### config.mk
export PLATFORM = sky130hd
export DESIGN_NAME = async_memory_phase_sequencer
export DESIGN_NICKNAME = d
export VERILOG_FILES = /design/src/rtl/async_mem_pkg.sv /design/src/rtl/async_memory_phase_sequencer.sv
export SDC_FILE = /design/constraint.sdc
export NUM_CORES = 1
export LEC_CHECK = 0
export BUFFER_PORTS_ARGS = -buffer_cell sky130_fd_sc_hd__buf_2
export CAP_MARGIN = 10
export CELL_PAD_IN_SITES_DETAIL_PLACEMENT = 1
export CELL_PAD_IN_SITES_GLOBAL_PLACEMENT = 1
export CORE_ASPECT_RATIO = 0.9
export CORE_UTILIZATION = 41
export DETAILED_ROUTE_END_ITERATION = 10
export PLACE_DENSITY_LB_ADDON = 0.1
export SLEW_MARGIN = 20
export SYNTH_ARGS = -nofsm -noshare
export SYNTH_HDL_FRONTEND = slang
export SYNTH_SLANG_ARGS = --single-unit
### constraint.sdc
create_clock -name i_core_clk -period 4.7 [get_ports i_core_clk]
set_clock_uncertainty 0.2 [all_clocks]
set_input_delay 0.94 -clock i_core_clk [delete_from_list [all_inputs] [get_ports i_core_clk]]
set_output_delay 0.94 -clock i_core_clk [all_outputs]
set_load 0.01 [all_outputs]
### src/rtl/async_mem_pkg.sv
// Shared constants for the asynchronous memory phase sequencer
package async_mem_pkg;

  // Core clock period in ns
  localparam int CLK_PERIOD_NS = 10;

  // Wait pin timing, printed as multiples of the clock period
  localparam int WAIT_SETUP_E     = 4;
  localparam int WAIT_RELEASE_E   = 4;
  localparam int WAIT_PULSE_MIN_E = 2;
  localparam int WAIT_SETUP_NS    = WAIT_SETUP_E * CLK_PERIOD_NS;
  localparam int WAIT_RELEASE_NS  = WAIT_RELEASE_E * CLK_PERIOD_NS;
  localparam int WAIT_SETUP_CYC   = WAIT_SETUP_NS / CLK_PERIOD_NS;
  localparam int WAIT_RELEASE_CYC = WAIT_RELEASE_NS / CLK_PERIOD_NS;

  // Each external wait cycle is this many core clocks
  localparam int EXT_WAIT_UNIT = 16;

  // Pin synchroniser depth
  localparam int SYNC_STAGES = 2;

  // Field widths of the configuration inputs and internal counters
  localparam int SETUP_W  = 4;
  localparam int STROBE_W = 6;
  localparam int HOLD_W   = 3;
  localparam int TURN_W   = 2;
  localparam int LIMIT_W  = 8;
  localparam int CNT_W    = 8;
  localparam int SUB_W    = 4;

  // External bus widths
  localparam int ADDR_W = 21;
  localparam int BANK_W = 2;
  localparam int DATA_W = 16;
  localparam int CS_W   = 4;
  localparam int CSSEL_W = 2;

  // Reset values
  localparam logic       OUT_IDLE_N = 1'b1;
  localparam logic [7:0] CNT_RESET  = 8'h00;

  // Sequencer states, one-hot
  typedef enum logic [6:0] {
    ST_IDLE   = 7'h01,
    ST_SETUP  = 7'h02,
    ST_STROBE = 7'h04,
    ST_WAIT   = 7'h08,
    ST_TAIL   = 7'h10,
    ST_HOLD   = 7'h20,
    ST_TURN   = 7'h40
  } seq_state_t;

endpackage

### src/rtl/async_memory_phase_sequencer.sv
// Setup, strobe and hold phase sequencer for an asynchronous memory port
`timescale 1ns/10ps
`default_nettype none
// What this block does
// - Read lasts setup plus strobe plus hold clocks without extended wait.
// - Extended read grows by sixteen clocks per external wait cycle.
// - Write lasts setup plus strobe plus hold clocks without extended wait.
// - Extended write grows by sixteen clocks per external wait cycle.
// - Address and bank valid for read setup clocks before read strobe falls.
// - Address and bank held read hold clocks after read strobe rises.
// - Read strobe low for strobe clocks, plus sixteen per wait cycle.
// - Chip select spans setup to hold, or follows read strobe if selected.
// - Address and bank valid write setup clocks before write strobe falls.
// - Address and bank held write hold clocks after write strobe rises.
// - In select-strobe mode chip select follows the write strobe.
// - Wait deadline measured to unextended hold start, ignoring wait cycles.
// - Strobe rises four clocks after the wait input is released.
// - Write strobe low for strobe clocks, plus sixteen per wait cycle.
// - Write data driven setup clocks before and hold clocks after strobe.
// - Extended waiting ends with a timeout at the wait limit.
// - Setup, strobe, hold, turnaround and wait limit come from configuration inputs; wait pin timing is fixed.
module async_memory_phase_sequencer #(
  parameter int ADDR_W  = async_mem_pkg::ADDR_W,
  parameter int DATA_W  = async_mem_pkg::DATA_W,
  parameter int CS_W    = async_mem_pkg::CS_W
) (
  input  wire logic                                 i_core_clk,
  input  wire logic                                 i_reset,
  // Access request from the core side
  input  wire logic                                 i_req_valid,
  input  wire logic                                 i_req_write,
  input  wire logic [ADDR_W-1:0]                    i_req_addr,
  input  wire logic [async_mem_pkg::BANK_W-1:0]     i_req_bank,
  input  wire logic [async_mem_pkg::CSSEL_W-1:0]    i_req_cs_sel,
  input  wire logic [DATA_W-1:0]                    i_req_wdata,
  output logic                                      o_req_ready,
  output logic [DATA_W-1:0]                         o_rdata,
  output logic                                      o_rdata_valid,
  output logic                                      o_wait_timeout,
  output logic                                      o_busy,
  // Configuration
  input  wire logic [async_mem_pkg::SETUP_W-1:0]    i_read_setup_cycles,
  input  wire logic [async_mem_pkg::STROBE_W-1:0]   i_read_strobe_cycles,
  input  wire logic [async_mem_pkg::HOLD_W-1:0]     i_read_hold_cycles,
  input  wire logic [async_mem_pkg::SETUP_W-1:0]    i_write_setup_cycles,
  input  wire logic [async_mem_pkg::STROBE_W-1:0]   i_write_strobe_cycles,
  input  wire logic [async_mem_pkg::HOLD_W-1:0]     i_write_hold_cycles,
  input  wire logic [async_mem_pkg::TURN_W-1:0]     i_turnaround_cycles,
  input  wire logic [async_mem_pkg::LIMIT_W-1:0]    i_max_wait_limit,
  input  wire logic                                 i_extend_wait_en,
  input  wire logic                                 i_select_strobe_en,
  // Memory pins
  input  wire logic                                 i_ext_wait_in,
  input  wire logic [DATA_W-1:0]                    i_mem_data_bus,
  output logic [DATA_W-1:0]                         o_mem_data_bus,
  output logic                                      o_mem_data_bus_oe_n,
  output logic [CS_W-1:0]                           o_chip_select_n,
  output logic                                      o_read_strobe_n,
  output logic                                      o_write_strobe_n,
  output logic [ADDR_W-1:0]                         o_mem_addr_out,
  output logic [async_mem_pkg::BANK_W-1:0]          o_bank_select_out
);

  localparam int CNT_W = async_mem_pkg::CNT_W;
  localparam int SUB_W = async_mem_pkg::SUB_W;
  localparam int LIM_W = async_mem_pkg::LIMIT_W;
  // Strobe cycles left when the synchronised wait is still in time
  localparam logic [CNT_W-1:0] WAIT_CHECK = CNT_W'(
    async_mem_pkg::WAIT_SETUP_CYC - async_mem_pkg::SYNC_STAGES);
  // Release tail: two clocks go to the synchroniser, one to the pin flop
  localparam logic [CNT_W-1:0] TAIL_M1 = CNT_W'(
    async_mem_pkg::WAIT_RELEASE_CYC - async_mem_pkg::SYNC_STAGES - 2);
  // Timeout keeps the strobe low two more clocks before hold
  localparam logic [CNT_W-1:0] TOUT_M1 = CNT_W'(
    async_mem_pkg::WAIT_RELEASE_CYC - async_mem_pkg::SYNC_STAGES - 1);
  localparam logic [SUB_W-1:0] SUB_LAST = SUB_W'(
    async_mem_pkg::EXT_WAIT_UNIT - 1);

  // A zero setup, strobe or hold field still gives a one-clock phase
  function automatic logic [CNT_W-1:0] len_m1(input logic [CNT_W-1:0] v);
    logic [CNT_W-1:0] r;
    r = (v == '0) ? '0 : v - CNT_W'(1);
    return r;
  endfunction

  // Pin synchronisers: wait and read data cross into the core clock
  logic wait_meta_reg;
  logic wait_sync_reg;
  logic [DATA_W-1:0] rd_meta_reg;
  logic [DATA_W-1:0] rd_sync_reg;

  always_ff @(posedge i_core_clk) begin
    if (i_reset) begin
      wait_meta_reg <= 1'b0;
      wait_sync_reg <= 1'b0;
      rd_meta_reg   <= '0;
      rd_sync_reg   <= '0;
    end else begin
      wait_meta_reg <= i_ext_wait_in;
      wait_sync_reg <= wait_meta_reg;
      rd_meta_reg   <= i_mem_data_bus;
      rd_sync_reg   <= rd_meta_reg;
    end
  end

  // Sequencer state
  async_mem_pkg::seq_state_t state_reg, state_next;
  logic [CNT_W-1:0]  cnt_reg, cnt_next;
  logic [SUB_W-1:0]  sub_reg, sub_next;
  logic [LIM_W:0]    ewc_reg, ewc_next;
  logic              write_reg, write_next;
  logic [ADDR_W-1:0] addr_reg, addr_next;
  logic [async_mem_pkg::BANK_W-1:0] bank_reg, bank_next;
  logic [CS_W-1:0]   cs_onehot_reg, cs_onehot_next;
  logic [DATA_W-1:0] wdata_reg, wdata_next;
  logic [DATA_W-1:0] rdata_reg, rdata_next;
  logic              rvalid_reg, rvalid_next;
  logic              tout_reg, tout_next;
  logic              ready_reg, ready_next;
  logic              busy_reg, busy_next;
  logic [CS_W-1:0]   cs_n_reg, cs_n_next;
  logic              oe_n_reg, oe_n_next;
  logic              we_n_reg, we_n_next;
  logic              bus_oe_n_reg, bus_oe_n_next;
  logic [LIM_W:0]    limit_full;
  logic              strobe_ph;
  logic              span_ph;

  // Limit of zero stands for the full 256-cycle range
  assign limit_full = (i_max_wait_limit == '0) ?
                      {1'b1, {LIM_W{1'b0}}} : {1'b0, i_max_wait_limit};

  // Next state and phase counters
  always_comb begin
    state_next     = state_reg;
    cnt_next       = cnt_reg;
    sub_next       = sub_reg;
    ewc_next       = ewc_reg;
    write_next     = write_reg;
    addr_next      = addr_reg;
    bank_next      = bank_reg;
    cs_onehot_next = cs_onehot_reg;
    wdata_next     = wdata_reg;
    rdata_next     = rdata_reg;
    rvalid_next    = 1'b0;
    tout_next      = 1'b0;
    case (state_reg)
      async_mem_pkg::ST_IDLE: begin
        if (i_req_valid && ready_reg) begin
          // Request latched so outputs stay put for the whole access
          write_next     = i_req_write;
          addr_next      = i_req_addr;
          bank_next      = i_req_bank;
          wdata_next     = i_req_wdata;
          cs_onehot_next = CS_W'(1) << i_req_cs_sel;
          ewc_next       = '0;
          sub_next       = '0;
          cnt_next       = i_req_write ?
                           len_m1(CNT_W'(i_write_setup_cycles)) :
                           len_m1(CNT_W'(i_read_setup_cycles));
          state_next     = async_mem_pkg::ST_SETUP;
        end
      end
      async_mem_pkg::ST_SETUP: begin
        if (cnt_reg == '0) begin
          cnt_next   = write_reg ?
                       len_m1(CNT_W'(i_write_strobe_cycles)) :
                       len_m1(CNT_W'(i_read_strobe_cycles));
          state_next = async_mem_pkg::ST_STROBE;
        end else begin
          cnt_next = cnt_reg - CNT_W'(1);
        end
      end
      async_mem_pkg::ST_STROBE: begin
        // Synchronised wait seen in time for the unextended hold start
        if (i_extend_wait_en && wait_sync_reg &&
            cnt_reg < WAIT_CHECK) begin
          state_next = async_mem_pkg::ST_WAIT;
        end else if (cnt_reg == '0) begin
          cnt_next   = write_reg ?
                       len_m1(CNT_W'(i_write_hold_cycles)) :
                       len_m1(CNT_W'(i_read_hold_cycles));
          rdata_next = rd_sync_reg;
          rvalid_next = ~write_reg;
          state_next = async_mem_pkg::ST_HOLD;
        end else begin
          cnt_next = cnt_reg - CNT_W'(1);
        end
      end
      async_mem_pkg::ST_WAIT: begin
        // Each 16 clocks of wait counts one external wait cycle
        sub_next = sub_reg + SUB_W'(1);
        if (sub_reg == SUB_LAST) begin
          ewc_next = ewc_reg + (LIM_W+1)'(1);
        end
        if (!wait_sync_reg) begin
          cnt_next   = TAIL_M1;
          state_next = async_mem_pkg::ST_TAIL;
        end else if (sub_reg == SUB_LAST &&
                     ewc_reg + (LIM_W+1)'(1) == limit_full) begin
          tout_next  = 1'b1;
          cnt_next   = TOUT_M1;
          state_next = async_mem_pkg::ST_TAIL;
        end
      end
      async_mem_pkg::ST_TAIL: begin
        if (cnt_reg == '0) begin
          cnt_next   = write_reg ?
                       len_m1(CNT_W'(i_write_hold_cycles)) :
                       len_m1(CNT_W'(i_read_hold_cycles));
          rdata_next = rd_sync_reg;
          rvalid_next = ~write_reg;
          state_next = async_mem_pkg::ST_HOLD;
        end else begin
          cnt_next = cnt_reg - CNT_W'(1);
        end
      end
      async_mem_pkg::ST_HOLD: begin
        if (cnt_reg == '0) begin
          if (i_turnaround_cycles == '0) begin
            state_next = async_mem_pkg::ST_IDLE;
          end else begin
            cnt_next   = len_m1(CNT_W'(i_turnaround_cycles));
            state_next = async_mem_pkg::ST_TURN;
          end
        end else begin
          cnt_next = cnt_reg - CNT_W'(1);
        end
      end
      async_mem_pkg::ST_TURN: begin
        if (cnt_reg == '0) begin
          state_next = async_mem_pkg::ST_IDLE;
        end else begin
          cnt_next = cnt_reg - CNT_W'(1);
        end
      end
      default: begin
        state_next = async_mem_pkg::ST_IDLE;
      end
    endcase
  end

  // Pin levels follow the next state so every pin is a flop output
  always_comb begin
    strobe_ph = (state_next == async_mem_pkg::ST_STROBE) ||
                (state_next == async_mem_pkg::ST_WAIT) ||
                (state_next == async_mem_pkg::ST_TAIL);
    span_ph   = strobe_ph ||
                (state_next == async_mem_pkg::ST_SETUP) ||
                (state_next == async_mem_pkg::ST_HOLD);
    oe_n_next = ~(strobe_ph && !write_next);
    we_n_next = ~(strobe_ph && write_next);
    // Select-strobe narrows chip select to the strobe window
    if (i_select_strobe_en) begin
      cs_n_next = strobe_ph ? ~cs_onehot_next : {CS_W{1'b1}};
    end else begin
      cs_n_next = span_ph ? ~cs_onehot_next : {CS_W{1'b1}};
    end
    // Write data driven across setup, strobe and hold
    bus_oe_n_next = ~(span_ph && write_next);
    ready_next    = (state_next == async_mem_pkg::ST_IDLE) &&
                    !(i_req_valid && ready_reg &&
                      state_reg == async_mem_pkg::ST_IDLE);
    busy_next     = ~ready_next;
  end

  // Register stage for the sequencer and its pins
  always_ff @(posedge i_core_clk) begin
    if (i_reset) begin
      state_reg     <= async_mem_pkg::ST_IDLE;
      cnt_reg       <= async_mem_pkg::CNT_RESET;
      sub_reg       <= '0;
      ewc_reg       <= '0;
      write_reg     <= 1'b0;
      addr_reg      <= '0;
      bank_reg      <= '0;
      cs_onehot_reg <= '0;
      wdata_reg     <= '0;
      rdata_reg     <= '0;
      rvalid_reg    <= 1'b0;
      tout_reg      <= 1'b0;
      ready_reg     <= 1'b0;
      busy_reg      <= 1'b1;
      cs_n_reg      <= {CS_W{async_mem_pkg::OUT_IDLE_N}};
      oe_n_reg      <= async_mem_pkg::OUT_IDLE_N;
      we_n_reg      <= async_mem_pkg::OUT_IDLE_N;
      bus_oe_n_reg  <= async_mem_pkg::OUT_IDLE_N;
    end else begin
      state_reg     <= state_next;
      cnt_reg       <= cnt_next;
      sub_reg       <= sub_next;
      ewc_reg       <= ewc_next;
      write_reg     <= write_next;
      addr_reg      <= addr_next;
      bank_reg      <= bank_next;
      cs_onehot_reg <= cs_onehot_next;
      wdata_reg     <= wdata_next;
      rdata_reg     <= rdata_next;
      rvalid_reg    <= rvalid_next;
      tout_reg      <= tout_next;
      ready_reg     <= ready_next;
      busy_reg      <= busy_next;
      cs_n_reg      <= cs_n_next;
      oe_n_reg      <= oe_n_next;
      we_n_reg      <= we_n_next;
      bus_oe_n_reg  <= bus_oe_n_next;
    end
  end

  // Address, bank and write data only change when a new access is latched
  assign o_mem_addr_out      = addr_reg;
  assign o_bank_select_out   = bank_reg;
  assign o_mem_data_bus      = wdata_reg;
  assign o_mem_data_bus_oe_n = bus_oe_n_reg;
  assign o_chip_select_n     = cs_n_reg;
  assign o_read_strobe_n     = oe_n_reg;
  assign o_write_strobe_n    = we_n_reg;
  assign o_req_ready         = ready_reg;
  assign o_rdata             = rdata_reg;
  assign o_rdata_valid       = rvalid_reg;
  assign o_wait_timeout      = tout_reg;
  // Busy has its own flop so the pin never sees an inverter glitch
  assign o_busy              = busy_reg;

endmodule
`default_nettype wire

Yosys cells after proc, flatten, opt, wreduce, memory -nomap -nowiden --
Cells that the tools add are included.
Cells by class: $mul 0, muxes and demuxes 49, eq/ne operators 21, $add $sub $neg 10, order comparisons 1, reduce and logical (&&, ||, !) cells 33, div/mod/pow operators 0, bitwise gates (word level) 8, shifts and indexed selects 1
Operators with widths (count):
- 2-to-1 mux 8 bit | 18
- 2-to-1 mux 7 bit | 9
- one-hot mux 8 bit (7 select lines) | 1
- one-hot mux 7 bit (7 select lines) | 1
- 2-to-1 mux 16 bit | 2
- one-hot mux 16 bit (2 select lines) | 1
- 2-to-1 mux 9 bit | 3
- 2-to-1 mux 4 bit | 6
- one-hot mux 9 bit (2 select lines) | 1
- zero test 8 bit | 2
- == test 7 x 1 -> 1 bit, second input constant | 2
- == test 7 x 2 -> 1 bit, second input constant | 2
- == test 7 x 3 -> 1 bit, second input constant | 2
- == test 7 x 4 -> 1 bit, second input constant | 2
- == test 7 x 5 -> 1 bit, second input constant | 2
- == test 7 x 6 -> 1 bit, second input constant | 2
- subtractor 6 x 1 -> 7 bit, second input constant | 2
- zero test 6 bit | 2
- subtractor 4 x 1 -> 5 bit, second input constant | 2
- adder 9 x 1 -> 9 bit, second input constant | 1
- == test 9 bit | 1
- logical AND 1 bit | 9
- zero test 4 bit | 2
- < comparator 8 x 2 -> 1 bit, second input constant | 1
- 24 further kinds | 47
Storage, ports and cells: bits of input ports 100, output and inout bits 66, bits in writable memories 0, memories kept 0, memory bits (read-only) 0, register bits after elaboration 133, bits in latches 0

Depth between registers and ports, before layout --
depth after elaboration 14, depth in mapped cells 10, mapped depth without buffers 10

Worst setup path after synthesis --
No wires, ideal clock.
kind input to register, start point input i_max_wait_limit[4] (netlist bit), end point register oe_n_reg, in the netlist o_read_strobe_n, setup time 0.127 ns, slack 1.239 ns, arrival 3.134 ns, cell stages on the path 7, buffers on the path 0, data required time 4.373 ns, path through or4_1 -> or3_1 -> a21o_1 -> a2111o_1 -> a31oi_4 -> nor3_2 -> or3b_1
Between the ends: word-level cells in the longest chain between the ends 12, elaborated cells on any way between the ends 14, classes of those cells eq/ne: 4; mux: 4; bitwise: 1; reduce/logical: 5
RTL lines:
- start, declared | line async_memory_phase_sequencer.sv:49 | input wire logic [async_mem_pkg::LIMIT_W-1:0] i_max_wait_limit,
- zero test 8 bit | line async_memory_phase_sequencer.sv:130 | assign limit_full = (i_max_wait_limit == '0) ?
- 2-to-1 mux 9 bit * | line async_memory_phase_sequencer.sv:130
- == test 9 bit * | line async_memory_phase_sequencer.sv:200 | ewc_reg + (LIM_W+1)'(1) == limit_full) begin
- logical AND 1 bit * | line async_memory_phase_sequencer.sv:199 | end else if (sub_reg == SUB_LAST &&
- 2-to-1 mux 7 bit * | line async_memory_phase_sequencer.sv:199
- 2-to-1 mux 7 bit * | line async_memory_phase_sequencer.sv:196 | if (!wait_sync_reg) begin
- one-hot mux 7 bit (7 select lines) * | line async_memory_phase_sequencer.sv:147 | case (state_reg)
- == test 7 x 3 -> 1 bit / == test 7 x 4 -> 1 bit (equally long branches) | line async_memory_phase_sequencer.sv:245, async_memory_phase_sequencer.sv:246
- logical OR 1 bit | line async_memory_phase_sequencer.sv:245 | strobe_ph = (state_next == async_mem_pkg::ST_STROBE) ||
- logical OR 1 bit * | line async_memory_phase_sequencer.sv:246 | (state_next == async_mem_pkg::ST_WAIT) ||
- logical AND 1 bit * | line async_memory_phase_sequencer.sv:251 | oe_n_next = ~(strobe_ph && !write_next);
- NOT 1 bit * | line async_memory_phase_sequencer.sv:251
- end signal, assigned | line async_memory_phase_sequencer.sv:285 | oe_n_reg <= async_mem_pkg::OUT_IDLE_N;
- end signal, assigned | line async_memory_phase_sequencer.sv:304 | oe_n_reg <= oe_n_next;
- end, declared | line async_memory_phase_sequencer.sv:122 | logic oe_n_reg, oe_n_next;
Every way passes the cells marked *; elsewhere a longest branch is shown, timed or not. A chain may end at the register's enable or synchronous reset.

Worst setup path in the final report --
start point input i_max_wait_limit[4] (netlist bit), end point register cnt_reg[4]
Between the ends: word-level cells in the longest chain between the ends 6
RTL lines:
- zero test 8 bit | line async_memory_phase_sequencer.sv:130
- 2-to-1 mux 9 bit * | line async_memory_phase_sequencer.sv:130
- == test 9 bit * | line async_memory_phase_sequencer.sv:200
- logical AND 1 bit * | line async_memory_phase_sequencer.sv:199
- inequality test 3 bit (no line) *
- AND reduction 6 bit (no line) *
- end signal, assigned | line async_memory_phase_sequencer.sv:271 | cnt_reg <= async_mem_pkg::CNT_RESET;
- end signal, assigned | line async_memory_phase_sequencer.sv:290 | cnt_reg <= cnt_next;
- end, declared | line async_memory_phase_sequencer.sv:108 | logic [CNT_W-1:0] cnt_reg, cnt_next;
Marked as above.

==> impl_metrics.toml <==
[route]
detailroute.via_count = 5864
wire_length_reported_by_the_detailed_router_mm = 18.1
detail_route.first_pass.iterations = 4
drt_first_iter_violations = 293
post-route-drc-count = 0
viasPerCell = 5.36
average_wire_length_per_cell_after_detail_routing_microns = 16.5
antenna_left = 0

[worst_setup_path]
timing.critical_path.slowest_cell_delay_ps = 570
worst-path-max-fanout = 14
critical_path_buf_inv_count = 1
worstPathCellList = "buf_2 -> or4_1 -> or3_1 -> a21o_1 -> a2111o_1 -> a31oi_4 -> a21boi_1 -> o32ai_1"
cp-startpoint = "i_max_wait_limit[4]"
r2r-start = "ewc_reg[0]$_SDFFE_PP0P_"
path_delay_family = "compound AO/OA/AOI/OAI gates"
crit_path_end_kind = "flop"
critical_path.startpoint_type = "input pin"
worstPathRequired_ps = 4760
cp_max_delay_cell = "or4_1"
classification_of_the_worst_setup_path = "in2reg"
timing.critical_path.arrival_ps = 3560

[finish]
finalNetCount = 1001
final.fill_count = 1805
layout-drive-gt1-share_pct = 25.1
layout_commonest_cell = "buf_2"
antenna-diode-count = 0
syn_to_final_growth_pct = 25.3
fin_area_sq_mm = 0.00763
sequential_cell_area_sq_mm = 0.00266
area_taken_by_multi_input_logic_gates_sq_mm = 0.00317
layout_common_cells = "buf_2 (164), nand2_1 (143), dfxtp_1 (133)"
number_of_flip_flops_in_the_largest_register = 21

[place]
detailed_place_hpwl_mm = 13.0
detailed_place.area_sq_mm = 0.00703
numPortBuffers = 165
gp_congestion = 0.850

[synth]
synth_top_cells_by_area = "dfxtp_1 (44%), nand2_1 (8.8%), a21oi_1 (7.0%), nor2b_1 (4.4%), ha_1 (2.7%)"
yosys.area.top_type = "dfxtp_1"
synth-seq-cells = 133
synth_nets = 853
mapped_cell_area_sq_mm = 0.00609
synthesis.yosys.warnings = 0
synth_top_flop_cell = "dfxtp_1"
ys_types = 70
fraction_of_registers_with_async_set_or_reset_after_synthesis_pct = 0
synthesis.instances = 740
synth.top_cell.area_share_pct = 43.7
yosysSeqAreaShare_pct = 43.7
synth_area_per_cell_sq_um = 8.23
synth-edff-count = 0

[floorplanning]
placeableCoreArea_sq_mm = 0.0143
floorplan.die_area_sq_mm = 0.0153
io-pin-count = 166
die_w_microns = 130
rows = 41
die_y_microns = 118
initial_utilization_pct = 42.7

[cts]
cts.reportedPaths.clkPinSlew_ps = 60
cts_hold_buf = 0
cts_setup_buffers = 0
cts_root_buf = "clkbuf_16"
insertion_delay_ps = 420
cts_tree = "done"
h_tree_depth_reported_by_cts = 4
cts-resized-gates = 0
number_of_sinks_on_the_clock_net = 133
cts-root-to-sink-buffers = 2
tritoncts_buffer_count = 17

[run_status]
run_status = "completed"

[timing]
setup_viol_count_final = 0
fin_crit_sh_pct = 74.3
achievable-frequency_ghz = 0.286
finalWorstPathRequiredPeriod_ps = 3490
hold_viol_final = 0
max_transition_margin_pct = 27.2
setup_total_negative_slack_ps = 0
worst-slew-pin-transition_ps = 1090
grt_setup_unrepaired = "false"
finalMaxSlewViolations = 0

[min_path]
hp-start = "rd_meta_reg[6]$_SDFF_PP0_"
hold_class = "reg2reg"

[global_route]
grt_antenna_before_repair = 0
grt_use_total_pct = 24.3
grt_pass1_wl_mm = 29.2
grt-ovfl-total = 0
first_global_vias = 6031
grt_start_max_net_pins = 105

[flow_run]
cap_viol_max_count = 0

[power]
max-vdd-ir-drop_v = 0.000258
cellPowerDensity_mw_per_mm2 = 373
static_leakage_power_nw = 3.20
==> per-layer routing <==
layer  GRT usage (%)  vias up  share of wire [%]
li1                -     2855                  -
met1            28.1     2845                 42
met2            42.4      138                 51
met3            5.23       26                5.1
met4            10.7        0                2.0
met5               0        -                  0
==> worst register-to-register path, stage by stage, from the launching register on <==
cell and delay, ps:
dfxtp_1 430, ha_1 330, nand3_1 210, nor3b_1 300, o211ai_2 100, a2111o_1 550, a31oi_4 470, a21boi_1 250
o32ai_1 90
==> cell usage after synthesis, types with 6 or more instances <==
cell type,count
a21oi_1,85
clkbuf_1,37
dfxtp_1,133
ha_1,13
inv_1,22
nand2_1,143
nand2b_1,9
nand3_1,20
nand3b_1,6
nor2_1,39
nor2b_1,43
nor3_1,25
o21ai_0,11
o21ai_1,9
o22ai_1,6
or3_1,7
xnor2_1,12
xor2_1,10
==> where the power goes <==
part           leakage (nW)  switching (mW)  internal (mW)  total [mW]
Sequential             1.08          0.0209           1.16        1.19
Combinational          1.82           0.170          0.116       0.286
Clock                 0.297           0.567          0.805        1.37
==> cell type report <==
class                           count  share of cell area, %
Tap cell                          193                   3.16
Sequential cell                   133                   34.9
Inverter                           22                   1.08
Clock inverter                     15                   2.35
Timing Repair Buffer              170                   11.3
Clock buffer                       17                   5.58
Multi-Input combinational cell    544                   41.6
==> cells by family (layout without fill, tap and decap cells) <==
kind of cell / Yosys count / in the layout / synth area share (%)
compound gates: 168 / 168 / 17.8
buf+inv: 63 / 224 / 4.25
mux: 3 / 3 / 0.493
simple gates: 338 / 338 / 27.9
fa+ha+maj: 13 / 13 / 2.67
xor+xnor: 22 / 22 / 3.16
flops: 133 / 133 / 43.7
==> stage by stage <==
stage	utilization [%]	setup slack, ps	hold slack [ps]	total power, mW	instances
2_1_floorplan	-	1240	214	1.38	740
3_3_place_gp	49.3	953	216	1.48	1062
3_5_place_dp	49.3	831	226	1.49	1062
4_1_cts	53.5	1240	241	2.86	1094
5_1_grt	53.5	1120	253	2.94	1094
6_report	53.5	1210	238	2.84	1094
==> final timing paths <==
path                                    end  slack [ps]  cells after the start
setup / recovery    cnt_reg[4]$_SDFFE_PP0P_        1210                      8
hold / removal    rd_sync_reg[6]$_SDFF_PP0_         240                      1
setup reg to reg    cnt_reg[4]$_SDFFE_PP0P_        1610                      8
hold reg to reg   rd_sync_reg[6]$_SDFF_PP0_         240                      1
Note: power is estimated with default switching activity, not from simulation.
